### config.mk
export PLATFORM = sky130hd
export DESIGN_NAME = ptis_top
export DESIGN_NICKNAME = d
export VERILOG_FILES = /design/src/core/ptis_pkg.sv /design/src/core/ptis_setup_if.sv /design/src/core/ptis_setup_mem.sv /design/src/core/ptis_top.sv
export SDC_FILE = /design/constraint.sdc
export NUM_CORES = 1
export LEC_CHECK = 0
export ABC_CLOCK_PERIOD_IN_PS = 2700
export BUFFER_PORTS_ARGS = -buffer_cell sky130_fd_sc_hd__buf_2
export CAP_MARGIN = 30
export CORE_UTILIZATION = 40
export CTS_CLUSTER_SIZE = 25
export DETAILED_ROUTE_END_ITERATION = 10
export GPL_TIMING_DRIVEN = 0
export PLACE_DENSITY = 0.58
export SLEW_MARGIN = 20
export SYNTH_ARGS = -nofsm -noshare
export SYNTH_HDL_FRONTEND = slang
export SYNTH_HIERARCHICAL = 1
export SYNTH_SLANG_ARGS = --single-unit
### constraint.sdc
create_clock -name CLK -period 2.7 [get_ports CLK]
set_input_delay 0 -clock CLK [delete_from_list [all_inputs] [get_ports CLK]]
set_output_delay 0 -clock CLK [all_outputs]
set_load 0.01 [all_outputs]
### src/core/ptis_pkg.sv
package ptis_pkg;

    // ------------------------------------------------------------
    // Sizes
    // ------------------------------------------------------------
    localparam int PORT_COUNT = 16;
    localparam int PORT_AW    = 4;
    localparam int LINE_COUNT = 7;
    localparam int SETUP_W    = 6;
    localparam int APB_AW     = 12;
    localparam int CMP_CNT_W  = 16;

    // ------------------------------------------------------------
    // Register byte offsets
    // ------------------------------------------------------------
    localparam logic [APB_AW-1:0] ADDR_IRQ_STATUS   = 12'h000;
    localparam logic [APB_AW-1:0] ADDR_IRQ_MASK     = 12'h004;
    localparam logic [APB_AW-1:0] ADDR_PORT_INDEX   = 12'h008;
    localparam logic [APB_AW-1:0] ADDR_PORT_SETUP   = 12'h00C;
    localparam logic [APB_AW-1:0] ADDR_COMPARE_CNT  = 12'h010;

    // ------------------------------------------------------------
    // Port control setup fields
    // ------------------------------------------------------------
    localparam int SETUP_SEL_LSB  = 0;
    localparam int SETUP_SINK_BIT = 3;
    localparam int SETUP_SRC_BIT  = 4;
    localparam int SETUP_KEEP_BIT = 5;

    // ------------------------------------------------------------
    // Reset values and select codes
    // ------------------------------------------------------------
    localparam logic [SETUP_W-1:0]    SETUP_RESET      = 6'h00;
    localparam logic [LINE_COUNT-1:0] IRQ_MASK_RESET   = 7'h00;
    localparam logic [LINE_COUNT-1:0] IRQ_STATUS_RESET = 7'h00;
    localparam logic [PORT_AW-1:0]    PORT_INDEX_RESET = 4'h0;
    localparam logic [2:0]            SEL_NONE         = 3'h0;
    localparam logic [2:0]            SEL_SEVEN        = 3'h7;

    typedef struct packed {
        logic       keep_errored_frames;
        logic       source_role;
        logic       sink_role;
        logic [2:0] port_interrupt_select;
    } ptis_setup_t;

    typedef enum logic [1:0] {
        ST_IDLE   = 2'b00,
        ST_LOOKUP = 2'b01,
        ST_COMMIT = 2'b10,
        ST_SIGNAL = 2'b11
    } ptis_state_t;

    // Select code to one-hot line vector, line one in bit 0, code zero to no line
    function automatic logic [LINE_COUNT-1:0] ptis_line_decode(input logic [2:0] sel);
        logic [LINE_COUNT-1:0] v;
        v = 7'h00;
        if (sel != SEL_NONE) begin
            v[sel - 3'h1] = 1'b1;
        end
        return v;
    endfunction

endpackage

### src/core/ptis_setup_if.sv
`timescale 1ns/1ps
interface ptis_setup_if;
    import ptis_pkg::*;
    logic                       wr_en;
    logic [PORT_AW-1:0]         wr_addr;
    logic [SETUP_W-1:0]         wr_data;
    logic [PORT_AW-1:0]         a_addr;
    logic [SETUP_W-1:0]         a_data;
    logic [PORT_AW-1:0]         b_addr;
    logic [SETUP_W-1:0]         b_data;

    modport mem (input wr_en, input wr_addr, input wr_data, input a_addr, input b_addr,
                 output a_data, output b_data);
    modport ctl (output wr_en, output wr_addr, output wr_data, output a_addr, output b_addr,
                 input a_data, input b_data);
endinterface

### src/core/ptis_setup_mem.sv
`timescale 1ns/1ps
module ptis_setup_mem
    import ptis_pkg::*;
(
    input  wire logic   CLK,
    input  wire logic   RESETN,
    ptis_setup_if.mem   mp
);

    logic [SETUP_W-1:0] mem_reg [PORT_COUNT];

    // ------------------------------------------------------------
    // Storage, one write port
    // ------------------------------------------------------------
    always_ff @(posedge CLK or negedge RESETN) begin
        if (!RESETN) begin
            for (int i = 0; i < PORT_COUNT; i++) begin
                mem_reg[i] <= SETUP_RESET;
            end
        end else if (mp.wr_en) begin
            mem_reg[mp.wr_addr] <= mp.wr_data;
        end
    end

    // ------------------------------------------------------------
    // Two registered read ports
    // ------------------------------------------------------------
    always_ff @(posedge CLK or negedge RESETN) begin
        if (!RESETN) begin
            mp.a_data <= SETUP_RESET;
            mp.b_data <= SETUP_RESET;
        end else begin
            mp.a_data <= mem_reg[mp.a_addr];
            mp.b_data <= mem_reg[mp.b_addr];
        end
    end

endmodule // ptis_setup_mem

### src/core/ptis_top.sv
// The APB slave port and the placing of the registers were left to the implementer.
`timescale 1ns/1ps
module ptis_top
    import ptis_pkg::*;
(
    input  wire logic                   CLK,
    input  wire logic                   RESETN,
    input  wire logic                   PSEL,
    input  wire logic                   PENABLE,
    input  wire logic                   PWRITE,
    input  wire logic [APB_AW-1:0]      PADDR,
    input  wire logic [31:0]            PWDATA,
    output logic [31:0]                 PRDATA,
    output logic                        PREADY,
    output logic                        PSLVERR,
    input  wire logic                   XFER_VALID,
    output logic                        XFER_READY,
    input  wire logic [PORT_AW-1:0]     XFER_PORT,
    input  wire logic                   XFER_ERROR,
    input  wire logic                   XFER_SIZE_MISMATCH,
    output logic                        XFER_COMMIT,
    output logic [PORT_AW-1:0]          COMMIT_PORT,
    output logic [LINE_COUNT-1:0]       DATA_TRANSFER_INTERRUPT_LINE,
    output logic                        COMPARE_START,
    output logic [PORT_AW-1:0]          COMPARE_PORT,
    output logic                        IRQ
);

    ptis_setup_if                       setup_bus ();

    ptis_state_t                        state_reg;
    ptis_state_t                        state_next;
    logic [PORT_AW-1:0]                 port_reg;
    logic                               err_reg;
    logic                               mismatch_reg;
    logic                               commit_reg;
    logic                               cmp_pend_reg;
    logic [LINE_COUNT-1:0]              line_pend_reg;
    logic [LINE_COUNT-1:0]              line_reg;
    logic                               cmp_reg;
    logic [PORT_AW-1:0]                 cmp_port_reg;
    logic [LINE_COUNT-1:0]              status_reg;
    logic [LINE_COUNT-1:0]              mask_reg;
    logic [PORT_AW-1:0]                 index_reg;
    logic [CMP_CNT_W-1:0]               cmp_cnt_reg;
    logic [31:0]                        prdata_reg;
    logic                               pslverr_reg;

    ptis_setup_t                        cfg;
    logic                               is_receiver;
    logic                               is_active;
    logic                               store_ok;
    logic                               sel_seven;
    logic                               cmp_ok;
    logic [LINE_COUNT-1:0]              line_ok;
    logic                               apb_acc;
    logic                               apb_wr;
    logic                               apb_rd;
    logic                               addr_hit;

    // ------------------------------------------------------------
    // Setup table
    // ------------------------------------------------------------
    ptis_setup_mem u_setup_mem (
        .CLK    (CLK),
        .RESETN (RESETN),
        .mp     (setup_bus.mem)
    );

    assign setup_bus.wr_en   = apb_wr && (PADDR == ADDR_PORT_SETUP);
    assign setup_bus.wr_addr = index_reg;
    assign setup_bus.wr_data = PWDATA[SETUP_W-1:0];
    assign setup_bus.a_addr  = index_reg;
    assign setup_bus.b_addr  = port_reg;

    // ------------------------------------------------------------
    // Transfer decision
    // ------------------------------------------------------------
    assign cfg         = ptis_setup_t'(setup_bus.b_data);
    assign is_receiver = cfg.sink_role && !cfg.source_role;
    assign is_active   = cfg.sink_role || cfg.source_role;
    assign sel_seven   = (cfg.port_interrupt_select == SEL_SEVEN);

    // Errored frames count only when kept and size is intact
    assign store_ok = is_active &&
                      (!err_reg ||
                       (is_receiver && cfg.keep_errored_frames && !mismatch_reg));

    // Seven never drives a plain line
    assign line_ok = (store_ok && !sel_seven) ?
                     ptis_line_decode(cfg.port_interrupt_select) : 7'h00;
    assign cmp_ok  = store_ok && is_receiver && sel_seven;

    // ------------------------------------------------------------
    // Sequencer
    // ------------------------------------------------------------
    always_comb begin
        state_next = state_reg;
        case (state_reg)
            ST_IDLE: begin
                if (XFER_VALID) begin
                    state_next = ST_LOOKUP;
                end
            end
            ST_LOOKUP: state_next = ST_COMMIT;
            ST_COMMIT: state_next = ST_SIGNAL;
            ST_SIGNAL: state_next = ST_IDLE;
            default:   state_next = ST_IDLE;
        endcase
    end

    assign XFER_READY = (state_reg == ST_IDLE);

    always_ff @(posedge CLK or negedge RESETN) begin
        if (!RESETN) begin
            state_reg <= ST_IDLE;
        end else begin
            state_reg <= state_next;
        end
    end

    always_ff @(posedge CLK or negedge RESETN) begin
        if (!RESETN) begin
            port_reg     <= PORT_INDEX_RESET;
            err_reg      <= 1'b0;
            mismatch_reg <= 1'b0;
        end else if (XFER_VALID && XFER_READY) begin
            port_reg     <= XFER_PORT;
            err_reg      <= XFER_ERROR;
            mismatch_reg <= XFER_SIZE_MISMATCH;
        end
    end

    // Commit first, line pulse one cycle later
    always_ff @(posedge CLK or negedge RESETN) begin
        if (!RESETN) begin
            commit_reg    <= 1'b0;
            line_pend_reg <= 7'h00;
            cmp_pend_reg  <= 1'b0;
        end else if (state_reg == ST_COMMIT) begin
            commit_reg    <= store_ok;
            line_pend_reg <= line_ok;
            cmp_pend_reg  <= cmp_ok;
        end else begin
            commit_reg    <= 1'b0;
            line_pend_reg <= 7'h00;
            cmp_pend_reg  <= 1'b0;
        end
    end

    always_ff @(posedge CLK or negedge RESETN) begin
        if (!RESETN) begin
            line_reg     <= 7'h00;
            cmp_reg      <= 1'b0;
            cmp_port_reg <= PORT_INDEX_RESET;
        end else begin
            line_reg     <= line_pend_reg;
            cmp_reg      <= cmp_pend_reg;
            cmp_port_reg <= port_reg;
        end
    end

    always_ff @(posedge CLK or negedge RESETN) begin
        if (!RESETN) begin
            cmp_cnt_reg <= '0;
        end else if (cmp_reg) begin
            cmp_cnt_reg <= cmp_cnt_reg + 16'h0001;
        end
    end

    assign XFER_COMMIT                  = commit_reg;
    assign COMMIT_PORT                  = port_reg;
    assign DATA_TRANSFER_INTERRUPT_LINE = line_reg;
    assign COMPARE_START                = cmp_reg;
    assign COMPARE_PORT                 = cmp_port_reg;

    // ------------------------------------------------------------
    // APB slave
    // ------------------------------------------------------------
    assign apb_acc  = PSEL && PENABLE;
    assign apb_wr   = apb_acc && PWRITE;
    assign apb_rd   = apb_acc && !PWRITE;
    assign addr_hit = (PADDR == ADDR_IRQ_STATUS) || (PADDR == ADDR_IRQ_MASK) ||
                      (PADDR == ADDR_PORT_INDEX) || (PADDR == ADDR_PORT_SETUP) ||
                      (PADDR == ADDR_COMPARE_CNT);
    assign PREADY   = 1'b1;

    always_ff @(posedge CLK or negedge RESETN) begin
        if (!RESETN) begin
            mask_reg  <= IRQ_MASK_RESET;
            index_reg <= PORT_INDEX_RESET;
        end else if (apb_wr) begin
            if (PADDR == ADDR_IRQ_MASK) begin
                mask_reg <= PWDATA[LINE_COUNT-1:0];
            end
            if (PADDR == ADDR_PORT_INDEX) begin
                index_reg <= PWDATA[PORT_AW-1:0];
            end
        end
    end

    // Sticky status, set wins over write-one-to-clear
    always_ff @(posedge CLK or negedge RESETN) begin
        if (!RESETN) begin
            status_reg <= IRQ_STATUS_RESET;
        end else if (apb_wr && (PADDR == ADDR_IRQ_STATUS)) begin
            status_reg <= (status_reg & ~PWDATA[LINE_COUNT-1:0]) | line_pend_reg;
        end else begin
            status_reg <= status_reg | line_pend_reg;
        end
    end

    assign IRQ = |(status_reg & mask_reg);

    // Read data sampled in setup cycle, valid in access cycle
    always_ff @(posedge CLK or negedge RESETN) begin
        if (!RESETN) begin
            prdata_reg  <= 32'h0000_0000;
            pslverr_reg <= 1'b0;
        end else if (PSEL && !PENABLE) begin
            pslverr_reg <= !addr_hit;
            case (PADDR)
                ADDR_IRQ_STATUS:  prdata_reg <= {25'h0000000, status_reg | line_pend_reg};
                ADDR_IRQ_MASK:    prdata_reg <= {25'h0000000, mask_reg};
                ADDR_PORT_INDEX:  prdata_reg <= {28'h0000000, index_reg};
                ADDR_PORT_SETUP:  prdata_reg <= {26'h0000000, setup_bus.a_data};
                ADDR_COMPARE_CNT: prdata_reg <= {16'h0000, cmp_cnt_reg};
                default:          prdata_reg <= 32'h0000_0000;
            endcase
        end
    end

    assign PRDATA  = apb_rd ? prdata_reg : 32'h0000_0000;
    assign PSLVERR = apb_acc && pslverr_reg;

    logic in_commit;
    assign in_commit = (state_reg == ST_COMMIT);
endmodule // ptis_top

== Word level (Yosys, flattened, before mapping) ==
Cells that the tools add are included.
Operators by class
  multiplexer cells: 21
  order comparisons: 5
  add/sub/neg operators: 2
  bitwise operators: 7
  equality and inequality tests: 9
  reduce and logical (&&, ||, !) cells: 36
Operators with widths (count)
  $bwmux W96: 1
  $pmux W16 S5: 1
  $bmux W6 S4: 2
  $mux W32: 1
  $mux W6: 5
  $mux W7: 4
  $demux W6 S4: 1
  $eq A12 B4 Y1 const B: 2
  $logic_and A1 B1 Y1: 17
  $add A16 B1 Y16 const B: 1
  $and A7 B7 Y7: 2
  $or A7 B7 Y7: 2
  $eq A12 B3 Y1 const B: 1
  $eq A12 B5 Y1 const B: 1
  $logic_not A12 Y1: 1
  $ge A5 B5 Y1 const B: 2
  $not A4 Y5: 2
  $pmux W2 S4: 1
  $logic_not A1 Y1: 7
  $not A7 Y7: 1
  $reduce_or A7 Y1: 1
  $logic_or A1 B1 Y1: 6
  $lt A5 B1 Y1 const B: 1
  $eq A2 B2 Y1 const B: 2
  12 further kinds: 15
Word-level totals
  register bits: 204
  word-level logic and storage cells: 114
  bits of input ports: 56

== Depth between registers and ports, before layout ==
Gate-level depths: netlist (run 1).
  depth after elaboration: 9
  mapped depth: 7

== Hierarchy ==
Netlist (run 1), hierarchy kept.
Modules (own cells, without submodules)
  ptis_setup_mem: cells an instance 345, seq. area each 2702.6 µm², area an instance 5400.2 µm², instances 1
  ptis_top: cells an instance 315, seq. area each 2001.9 µm², area an instance 3722.3 µm², instances 1

== Least setup slack after synthesis (run 1) ==
No wires, ideal clock.
  path kind: input -> register
  start: input port PADDR[9]
  end: register u_setup_mem/mem_reg[78] (netlist bit)
  arrival time: 1833 ps
  stages on the path: 6
  setup time: 125 ps
  slack: 742 ps
  cells stage by stage: nor4_4 -> nand3_1 -> nor2_1 -> nand2_1 -> nor4_2 -> mux2_2
On the way
  word-level cells in the longest chain between the ends: 2
RTL lines
  start, declared: line ptis_top.sv:11  | input wire logic [APB_AW-1:0] PADDR,
  $eq A12 B4 Y1: line ptis_top.sv:70  | assign setup_bus.wr_en = apb_wr && (PADDR == ADDR_PORT_SETUP);
  $logic_and A1 B1 Y1: line ptis_top.sv:70
  named net setup_bus.wr_en: line ptis_setup_if.sv:4  | logic wr_en;
  end signal, assigned by index: line ptis_setup_mem.sv:21  | mem_reg[mp.wr_addr] <= mp.wr_data;
  end, declared: line ptis_setup_mem.sv:10  | logic [SETUP_W-1:0] mem_reg [PORT_COUNT];
The timed path passes the listed nets, and every way through them passes these cells.
A chain may end at the register's enable or synchronous reset.

== Worst setup path in the final report (run 1) ==
  start: input port PADDR[1]
  end: register u_setup_mem/mem_reg[25] (netlist bit)
The elaborated chain is that of the path after synthesis.

==> impl_metrics.csv, run 1 <==
group,metric,value,unit
synthesis,ys_types,58,
detailed_routing,vias,6082,
cells_and_area,final_util,48.4,%
detailed_routing,wl_met3,975,um
cells_and_area,insertedDiodeCount,0,
detailed_routing,met1Wirelength,9450,um
placed_design,io_buffers,66,
placed_design,place_area,9900,um^2
clocking,cts_tree,"built",
timing,drv_slew,0,
clocking,clock_path_buffers,2,
critical_path,cp-start-kind,"primary input",
floorplan,die-height,153,um
placed_design,dp_slack,-146,ps
critical_path,arrival,2910,ps
run_status,outcome,"complete, no violations",
synthesis,synth_area_per_cell,13.8,um^2
pwr,ir_worst_vdd,0.451,mV
detailed_routing,wl_per_cell,20.7,um
global_routing,grt_pass1_vias,6361,
synthesis,async_reset_ff_share,100,%
timing,final_hold_viol_count,0,
timing,worstMarginPinSlew,860,ps
synthesis,yosys_warnings,6,
floorplan,core,22100,um^2
global_routing,grt_max_degree,103,
cells_and_area,instances_no_fill,1072,
placed_design,routabilityCongestion,0.833,
detailed_routing,drt_iter0_markers,339,
clocking,insertion_delay,440,ps
floorplan,ios,109,
cells_and_area,post_route_cells_drive_above_1_share,37.9,%
synthesis,ys_seq_area_share,51.6,%
floorplan,start_util,41.3,%
synthesis,ys.flop_type,"dfrtp_1",
detailed_routing,dr.pass1.iters,5,
pwr,p_leak,5.11,nW
cells_and_area,largest_reg_flops,96,
detailed_routing,wl_met2,11100,um
detailed_routing,routed.top_layer,"met4",
clocking,cts_sinks,188,
synthesis,syn_area,9120,um^2
critical_path,path_buf_inv,2,
placed_design,hpwl,15600,um
pwr,p_per_area,611,nW/um^2
global_routing,antenna_found_initial,0,
placed_design,place_inst,1022,
clocking,root_buffer,"clkbuf_16",
global_routing,grt_overflow_total,0,
hold_path,hp-class,"primary input to flip-flop",
global_routing,grt_use_total,20.0,%
detailed_routing,wl,22100,um
detailed_routing,ant_nets,0,
critical_path,crit_family,"simple AND/OR/NAND/NOR gates",
synthesis,syn_inst,660,
timing,period_share,96.3,%
timing,period_needed,2600,ps
cells_and_area,fin_nets,841,
job,drv_cap,0,
critical_path,crit_slowest_cell,"nor3_2",
synthesis,synth_edf_count,0,
timing,slew_headroom,42.6,%
cells_and_area,final_area,10700,um^2
timing,rsz0062_at_grt,"no",
critical_path,critical_path_class,"primary input to flip-flop",
timing,setup_viol,0,
cells_and_area,area_growth,17.1,%
critical_path,required,3010,ps
timing,clock_skew,14.6,ps
clocking,htreeDepth,4,
timing,setup_slack,99.7,ps
critical_path,worst-path-max-fanout,6,
critical_path,cp-end-kind,"flip-flop",
critical_path,crit_chain,"dlygate4sd3_1, buf_2, nor2_1, nand3_1, nor2_1, nand2_1, nor3_2, mux2_2",
detailed_routing,drc,0,
clocking,cts_made_buffers,17,
detailed_routing,via_per_inst,5.67,
critical_path,crit_path_max_incr_delay,650,ps
floorplan,rows,54,
floorplan,dieArea,23400,um^2
synthesis,ys_ff_latch,188,
global_routing,grt_pass1_wl,35600,um
clocking,clk_pin_slew_worst_paths,80,ps
timing,clock.fmax,385,MHz
critical_path,crit_top_cell,"nor2_1",
floorplan,die_x,153,um
==> worst paths after layout <==
check,start,to,slack [ps],cells past startpoint
setup reg to reg,index_reg[1]$_DFFE_PN0P_,u_setup_mem/mp.a_data[5]$_DFF_PN0_,130,5
max in group asynchronous,RESETN,u_setup_mem/mem_reg[51]$_DFFE_PN0P_,1600,3
hold / removal,PENABLE,prdata_reg[5]$_DFFE_PN0P_,7,3
hold reg to reg,cmp_pend_reg$_DFF_PN0_,COMPARE_START$_DFF_PN0_,350,0
setup / recovery,PADDR[1],u_setup_mem/mem_reg[25]$_DFFE_PN0P_,100,8
min in group asynchronous,RESETN,prdata_reg[10]$_DFFE_PN0P_,150,2
==> placed cells by master (no fill, tap or decap), types with 3 or more instances in the layout <==
cell type	count
a21o_1	8
a21oi_1	3
a22o_1	11
a22oi_1	29
a2bb2oi_1	6
and2_1	18
and3_1	6
buf_1	4
buf_2	74
buf_4	18
bufinv_16	3
clkbuf_1	19
clkbuf_16	17
conb_1	17
dfrtp_1	188
dlygate4sd3_1	18
ha_1	6
inv_1	8
inv_6	3
mux2_1	6
mux2_2	110
mux2i_1	3
mux4_2	48
nand2_1	36
nand2b_1	5
nand3_1	9
nand4_1	4
nor2_1	28
nor2b_1	8
nor3_1	5
nor3_2	6
nor4_4	3
o21a_1	3
o21ai_0	5
o221ai_1	3
xnor2_1	9
xor2_1	8
==> synth_stat cells, drive strengths merged, types with 2 or more instances <==
cell type / n / area [um^2]
nand3: 10 / 55.1
a21o: 8 / 60.1
xnor2: 9 / 78.8
nand2b: 5 / 31.3
o21ai: 5 / 25.0
and4: 3 / 27.5
nor3: 11 / 85.1
buf: 32 / 206
mux2i: 3 / 30.0
conb: 2 / 7.51
or4: 2 / 15.0
o22ai: 2 / 12.5
a22o: 11 / 96.3
nor2: 29 / 111
or3: 2 / 12.5
nor4: 4 / 61.3
xor2: 8 / 70.1
nand2: 36 / 135
a21oi: 3 / 15.0
o21a: 3 / 22.5
a2bb2oi: 6 / 52.6
nand4b: 2 / 32.5
and3: 8 / 56.3
mux4: 48 / 1080
dfrtp: 188 / 4700
nor2b: 8 / 50.1
a22oi: 29 / 218
and2: 18 / 113
o221ai: 3 / 26.3
nand4: 4 / 25.0
inv: 8 / 30.0
ha: 6 / 75.1
mux2: 117 / 1320
nand3b: 2 / 15.0
clkbuf: 16 / 60.1
==> routing by layer <==
metal / global-route usage [%] / vias up
li1: - / 2671
met1: 25.9 / 3207
met2: 33.6 / 168
met3: 3.18 / 36
met4: 7.94 / 0
met5: 0 / -
==> logic make-up (layout without fill, tap and decap cells) <==
| kind of cell | after synthesis | after routing | share of synthesized area [%] |
|---|---|---|---|
| flip-flops | 188 | 188 | 51.6 |
| multiplexers | 168 | 168 | 26.7 |
| AND/OR/NAND/NOR | 147 | 147 | 9.49 |
| AO/OA/AOI/OAI | 76 | 76 | 6.49 |
| buffers and inverters | 56 | 173 | 3.25 |
| XOR/XNOR | 17 | 17 | 1.63 |
| adder cells (fa/ha/maj) | 6 | 6 | 0.823 |
| other | 2 | 17 | 0.0823 |
==> timing repair <==
item,CTS,global route
endpoints found under the hold margin,112,0
buffers inserted,0,0
gates resized for setup,0,1
hold buffers,18,0
setup endpoints to repair,0,6
==> per-stage QoR <==
step / setup TNS, ps / hold slack, ps / power [mW]
6_report: 0 / 6.89 / 6.53
5_1_grt: 0 / 24.4 / 6.80
4_1_cts: 0 / 2.35 / 6.59
3_3_place_gp: -228410 / 215 / 3.95
2_1_floorplan: 0 / -296 / 3.60
3_5_place_dp: -786 / 47.4 / 3.98
==> worst min-delay path: stages <==
cell,delay (ps)
buf_2,110
nand2b_1,150
a22o_1,150
==> cell type report <==
class	instances	area, um^2
sequential	188	4700
multi-input combinational	431	4190
tap	280	350
buffer	48	267
inverter	8	30.0
clock buffer	20	437
timing repair buffer	85	548
fill	1952	11400
clock inverter	12	161
==> power breakdown <==
part           total [mW]  internal (mW)  switching (mW)
logic               0.954          0.374           0.581
registers            2.99           2.92          0.0751
clock network        2.58           1.47            1.11
total                6.53           4.76            1.76
Power figures use the tool's default switching activity.
==> run 2, diff against run 1 <==
--- a/config.mk
+++ b/config.mk
@@ -12,4 +12,5 @@
 export CTS_CLUSTER_SIZE = 25
 export DETAILED_ROUTE_END_ITERATION = 10
+export GPL_ROUTABILITY_DRIVEN = 1
 export GPL_TIMING_DRIVEN = 0
 export PLACE_DENSITY = 0.58
==> constraint.sdc (replaced) <==
create_clock -name CLK -period 2.7 [get_ports CLK]
set_input_delay 0.54 -clock CLK [delete_from_list [all_inputs] [get_ports CLK]]
set_output_delay 0.54 -clock CLK [all_outputs]
set_load 0.01 [all_outputs]
==> impl_metrics.csv, run 2 (synthesis gave the netlist of run 1 again) <==
group,metric,value,unit
run_status,outcome,"complete, no violations",
cells_and_area,fill_cells,1961,
timing,period_needed,2660,ps
global_routing,grt_overflow_total,0,
global_routing,grt_use_total,19.8,%
clocking,cts_setup_buffers,0,
detailed_routing,via_per_inst,5.68,
cells_and_area,final_util,47.7,%
pwr,power,6.49,mW
clocking,clk_pin_slew_worst_paths,80,ps
global_routing,antenna_found_initial,0,
timing,slew_headroom,44.2,%
timing,final_hold_viol_count,0,
floorplan,die-height,153,um
timing,clock.fmax,375,MHz
floorplan,start_util,41.3,%
pwr,p_leak,5.03,nW
hold_path,hp-class,"primary input to async pin",
cells_and_area,largest_reg_flops,96,
timing,fin_tns_setup,0,ps
timing,period_share,98.7,%
critical_path,cp-end-kind,"flip-flop",
floorplan,ios,109,
critical_path,critical_path_class,"primary input to flip-flop",
job,drv_cap,0,
detailed_routing,met1Wirelength,9420,um
detailed_routing,routed.top_layer,"met4",
detailed_routing,vias,5988,
clocking,cts_made_buffers,17,
critical_path,cp-start-kind,"primary input",
clocking,root_buffer,"clkbuf_16",
clocking,postCtsHoldBufs,0,
placed_design,place_area,9900,um^2
detailed_routing,wl_met3,909,um
floorplan,dieArea,23400,um^2
critical_path,crit_chain,"buf_2, nor4_4, nand3_1, nor2_2, nand2b_1, or4_1, clkbuf_1, mux2_2",
timing,worstMarginPinSlew,836,ps
global_routing,grt_max_degree,103,
cells_and_area,final_area,10500,um^2
global_routing,grt_pass1_wl,35200,um
detailed_routing,wl,21900,um
timing,clock_skew,12.1,ps
cells_and_area,insertedDiodeCount,0,
cells_and_area,layout_common_cells,"dfrtp_1 (188), mux2_2 (110), buf_2 (74)",
placed_design,hpwl,15600,um
global_routing,grt_pass1_vias,6267,
critical_path,worst-path-max-fanout,7,
cells_and_area,post_route_cells_drive_above_1_share,39.1,%
clocking,insertion_delay,430,ps
floorplan,core,22100,um^2
detailed_routing,wl_met2,11000,um
clocking,htreeDepth,4,
cells_and_area,area_growth,15.4,%
critical_path,required,3020,ps
clocking,clock_path_buffers,2,
placed_design,io_buffers,66,
placed_design,routabilityCongestion,0.833,
pwr,p_per_area,617,nW/um^2
timing,setup_viol,0,
cells_and_area,final_common_cell,"dfrtp_1",
detailed_routing,wl_per_cell,20.8,um
detailed_routing,drc,0,
floorplan,rows,54,
detailed_routing,drt_iter0_markers,342,
clocking,cts_sinks,188,
critical_path,crit_path_max_incr_delay,470,ps
cells_and_area,fin_nets,823,
clocking,cts_tree,"built",
floorplan,die_x,153,um
critical_path,arrival,2990,ps
timing,rsz0062_at_grt,"yes",
pwr,ir_worst_vdd,0.451,mV
timing,drv_slew,0,
critical_path,crit_slowest_cell,"nor4_4",
detailed_routing,dr.pass1.iters,5,
detailed_routing,ant_nets,0,
run 2: cell count changes in the layout (fill, tap and decap cells not counted), sizes merged:
cell | previous run | this run
dlygate4sd3 | 18 | 0
run 2: path summary, 6_finish.rpt:
kind,start,end,slack [ps],cells after the start
min in group CLK,XFER_VALID,state_reg[1]$_DFFE_PN0P_,330,2
max in group asynchronous,RESETN,u_setup_mem/mem_reg[88]$_DFFE_PN0P_,1680,2
worst max-delay path,PADDR[5],u_setup_mem/mem_reg[90]$_DFFE_PN0P_,40,8
worst max register to register,index_reg[1]$_DFFE_PN0P_,u_setup_mem/mp.a_data[5]$_DFF_PN0_,140,5
worst min-delay path,RESETN,prdata_reg[10]$_DFFE_PN0P_,80,1
worst min register to register,cmp_pend_reg$_DFF_PN0_,COMPARE_START$_DFF_PN0_,350,0
run 2: stage by stage:
step | hold slack [ps] | instances | setup slack (ps)
after global routing | 136 | 1054 | -25.1
after floorplan | 244 | 675 | 202
after detailed placement | 343 | 1022 | -686
final | 80.9 | 1054 | 35.2
after CTS | 117 | 1054 | 19.7
after global placement | 336 | 1021 | -1770
run 2: power by group:
group          total [mW]  internal (mW)  switching [mW]
Sequential           2.99           2.92          0.0717
Combinational       0.926          0.357           0.569
Clock                2.58           1.47            1.11
Total                6.49           4.74            1.75
run 2: repair_timing:
item / in CTS / in global routing
hold endpoints to repair: 0 / 0
gates resized for setup: 2 / 5
gates cloned: 0 / 0
endpoints found under the setup margin: 32 / 15
run 2: layer usage:
metal | GRT usage, % | up-vias
li1 | - | 2627
met1 | 25.9 | 3146
met2 | 33.0 | 178
met3 | 3.18 | 37
met4 | 7.94 | 0
met5 | 0 | -
run 2: cell type report:
| cell class | count | area [um^2] | share of cell area, % |
|---|---|---|---|
| clock inverters | 12 | 161 | 1.53 |
| repair buffers | 67 | 368 | 3.49 |
| clock buffers | 20 | 437 | 4.15 |
| well taps | 280 | 350 | 3.33 |
| plain buffers | 48 | 267 | 2.53 |
| flip-flops and latches | 188 | 4700 | 44.7 |
| multi-input cells | 431 | 4210 | 40.0 |
| inverters | 8 | 30.0 | 0.285 |
run 2: worst max-delay path, delay by kind of cell:
kind	cells	cell delay, ps
buf+inv	2	410
mux	1	350
simple gates	5	1660
==> run 3, diff against run 2 <==
Settings changed: CORE_ASPECT_RATIO set to 0.6.
==> impl_metrics.csv, run 3 (synthesis gave the netlist of run 1 again) <==
group,metric,value,unit
run_status,outcome,"complete, no violations",
critical_path,r2r_cells,5,
detailed_routing,drc,0,
critical_path,arrival,2960,ps
detailed_routing,vias,6049,
timing,period_share,97.4,%
clocking,root_buffer,"clkbuf_16",
floorplan,ios,109,
timing,period_needed,2630,ps
clocking,cts_made_buffers,17,
critical_path,crit_slowest_cell,"nor2_1",
timing,drv_slew,0,
floorplan,core,22200,um^2
critical_path,r2r_slack,120,ps
timing,rsz0062_at_grt,"yes",
global_routing,antenna_found_initial,0,
global_routing,grt_overflow_total,0,
critical_path,crit_chain,"buf_2, nor4_4, nand3_1, nor2_4, nand3b_1, nor2_1, mux2_2",
cells_and_area,fin_nets,827,
global_routing,grt_max_degree,105,
detailed_routing,ant_nets,0,
detailed_routing,wl,23100,um
timing,setup_viol,0,
pwr,ir_worst_vdd,0.421,mV
clocking,cts_tree,"built",
global_routing,grt_pass1_vias,6025,
cells_and_area,instances_no_fill,1086,
cells_and_area,final_area,10600,um^2
job,drv_cap,0,
critical_path,r2r-start,"index_reg[1]$_DFFE_PN0P_",
placed_design,place_area,9930,um^2
timing,fin_tns_setup,0,ps
placed_design,routabilityCongestion,0.859,
pwr,p_leak,5.04,nW
pwr,p_per_area,607,nW/um^2
detailed_routing,via_per_inst,5.57,
critical_path,worst-path-max-fanout,7,
clocking,htreeDepth,4,
cells_and_area,post_route_cells_drive_above_1_share,40.2,%
timing,slew_headroom,36.2,%
clocking,cts_sinks,188,
cells_and_area,area_growth,16.2,%
detailed_routing,drt_iter0_markers,421,
floorplan,dieArea,23400,um^2
detailed_routing,dr.pass1.iters,7,
floorplan,start_util,41.0,%
critical_path,r2r_end,"u_setup_mem/mp.a_data[2]$_DFF_PN0_",
pwr,power,6.43,mW
clocking,clk_pin_slew_worst_paths,70,ps
cells_and_area,largest_reg_flops,96,
clocking,insertion_delay,440,ps
timing,final_hold_viol_count,0,
cells_and_area,layout_common_cells,"dfrtp_1 (188), mux2_2 (110), buf_2 (74)",
placed_design,place_inst,1050,
critical_path,required,3030,ps
critical_path,crit_path_max_incr_delay,700,ps
critical_path,cp-end-kind,"flip-flop",
timing,clock.fmax,380,MHz
floorplan,rows,42,
floorplan,die-height,119,um
placed_design,io_buffers,66,
cells_and_area,insertedDiodeCount,0,
floorplan,die_x,197,um
clocking,clock_path_buffers,2,
critical_path,cp-start-kind,"primary input",
critical_path,critical_path_class,"primary input to flip-flop",
timing,hold_ws,86.4,ps
hold_path,hp-class,"primary input to async pin",
timing,clock_skew,10.7,ps
timing,worstMarginPinSlew,958,ps
placed_design,hpwl,17200,um
cells_and_area,final_common_cell,"dfrtp_1",
detailed_routing,wl_per_cell,21.3,um
clocking,postCtsHoldBufs,0,
global_routing,grt_use_total,21.1,%
global_routing,grt_pass1_wl,36200,um
run 3: changes by cell type in the layout (fill, tap and decap cells not counted), moves of 2 or more:
cell       previous run  this run
bufinv_16             3         1
buf_4                18        21
inv_6                 3         6
nor2_2                3         5
clkbuf_1             19        15
nor2_1               26        23
run 3: area by class of cell:
cell class,count,area [um^2]
inverter,8,30.0
buffer,48,268
multi-input combinational,431,4220
fill,1962,11600
timing repair buffer,71,410
clock inverter,15,150
clock buffer,17,425
tap,308,385
sequential,188,4700
run 3: worst max path at each step:
stage                                          endpoint  cells after the start  slack [ps]  startpoint
floorplan           u_setup_mem/mem_reg[78]$_DFFE_PN0P_                      6         200    PADDR[9]
global placement    u_setup_mem/mem_reg[48]$_DFFE_PN0P_                      1       -1780      RESETN
detailed placement  u_setup_mem/mem_reg[78]$_DFFE_PN0P_                      7        -780    PADDR[5]
CTS                 u_setup_mem/mem_reg[12]$_DFFE_PN0P_                      7         -30    PADDR[5]
global route        u_setup_mem/mem_reg[63]$_DFFE_PN0P_                      7         -50    PADDR[9]
finish              u_setup_mem/mem_reg[63]$_DFFE_PN0P_                      7          70    PADDR[9]
run 3: what timing repair did:
item | 4_1_cts | 5_1_grt
setup endpoints to repair | 96 | 86
gates resized for setup | 7 | 6
buffers inserted | 1 | 3
pin swaps | 3 | 2
run 3: routing by layer:
| metal | GRT usage (%) | wire length, um | vias up |
|---|---|---|---|
| met5 | 0 | 0 | - |
| met4 | 5.91 | 272 | 0 |
| met3 | 5.83 | 1740 | 18 |
| met2 | 26.7 | 9090 | 198 |
| met1 | 34.1 | 12000 | 3182 |
| li1 | - | - | 2651 |
run 3: report_power, final:
group / internal, mW / leakage [nW] / switching [mW]
combinational: 0.359 / 2.18 / 0.602
clock: 1.30 / 0.276 / 1.19
sequential: 2.91 / 2.59 / 0.0683
run 3: worst max-delay path: cells and delay by family:
kind	cells	cell delay, ps
simple gates	5	1880
mux	1	420
buf+inv	1	110
run 3: metrics by stage:
step                setup slack (ps)  utilization (%)
floorplan                        202                -
global placement               -1780             44.5
detailed placement              -780             44.7
CTS                            -25.8             47.5
global route                   -45.9             47.7
finish                          69.7             47.7
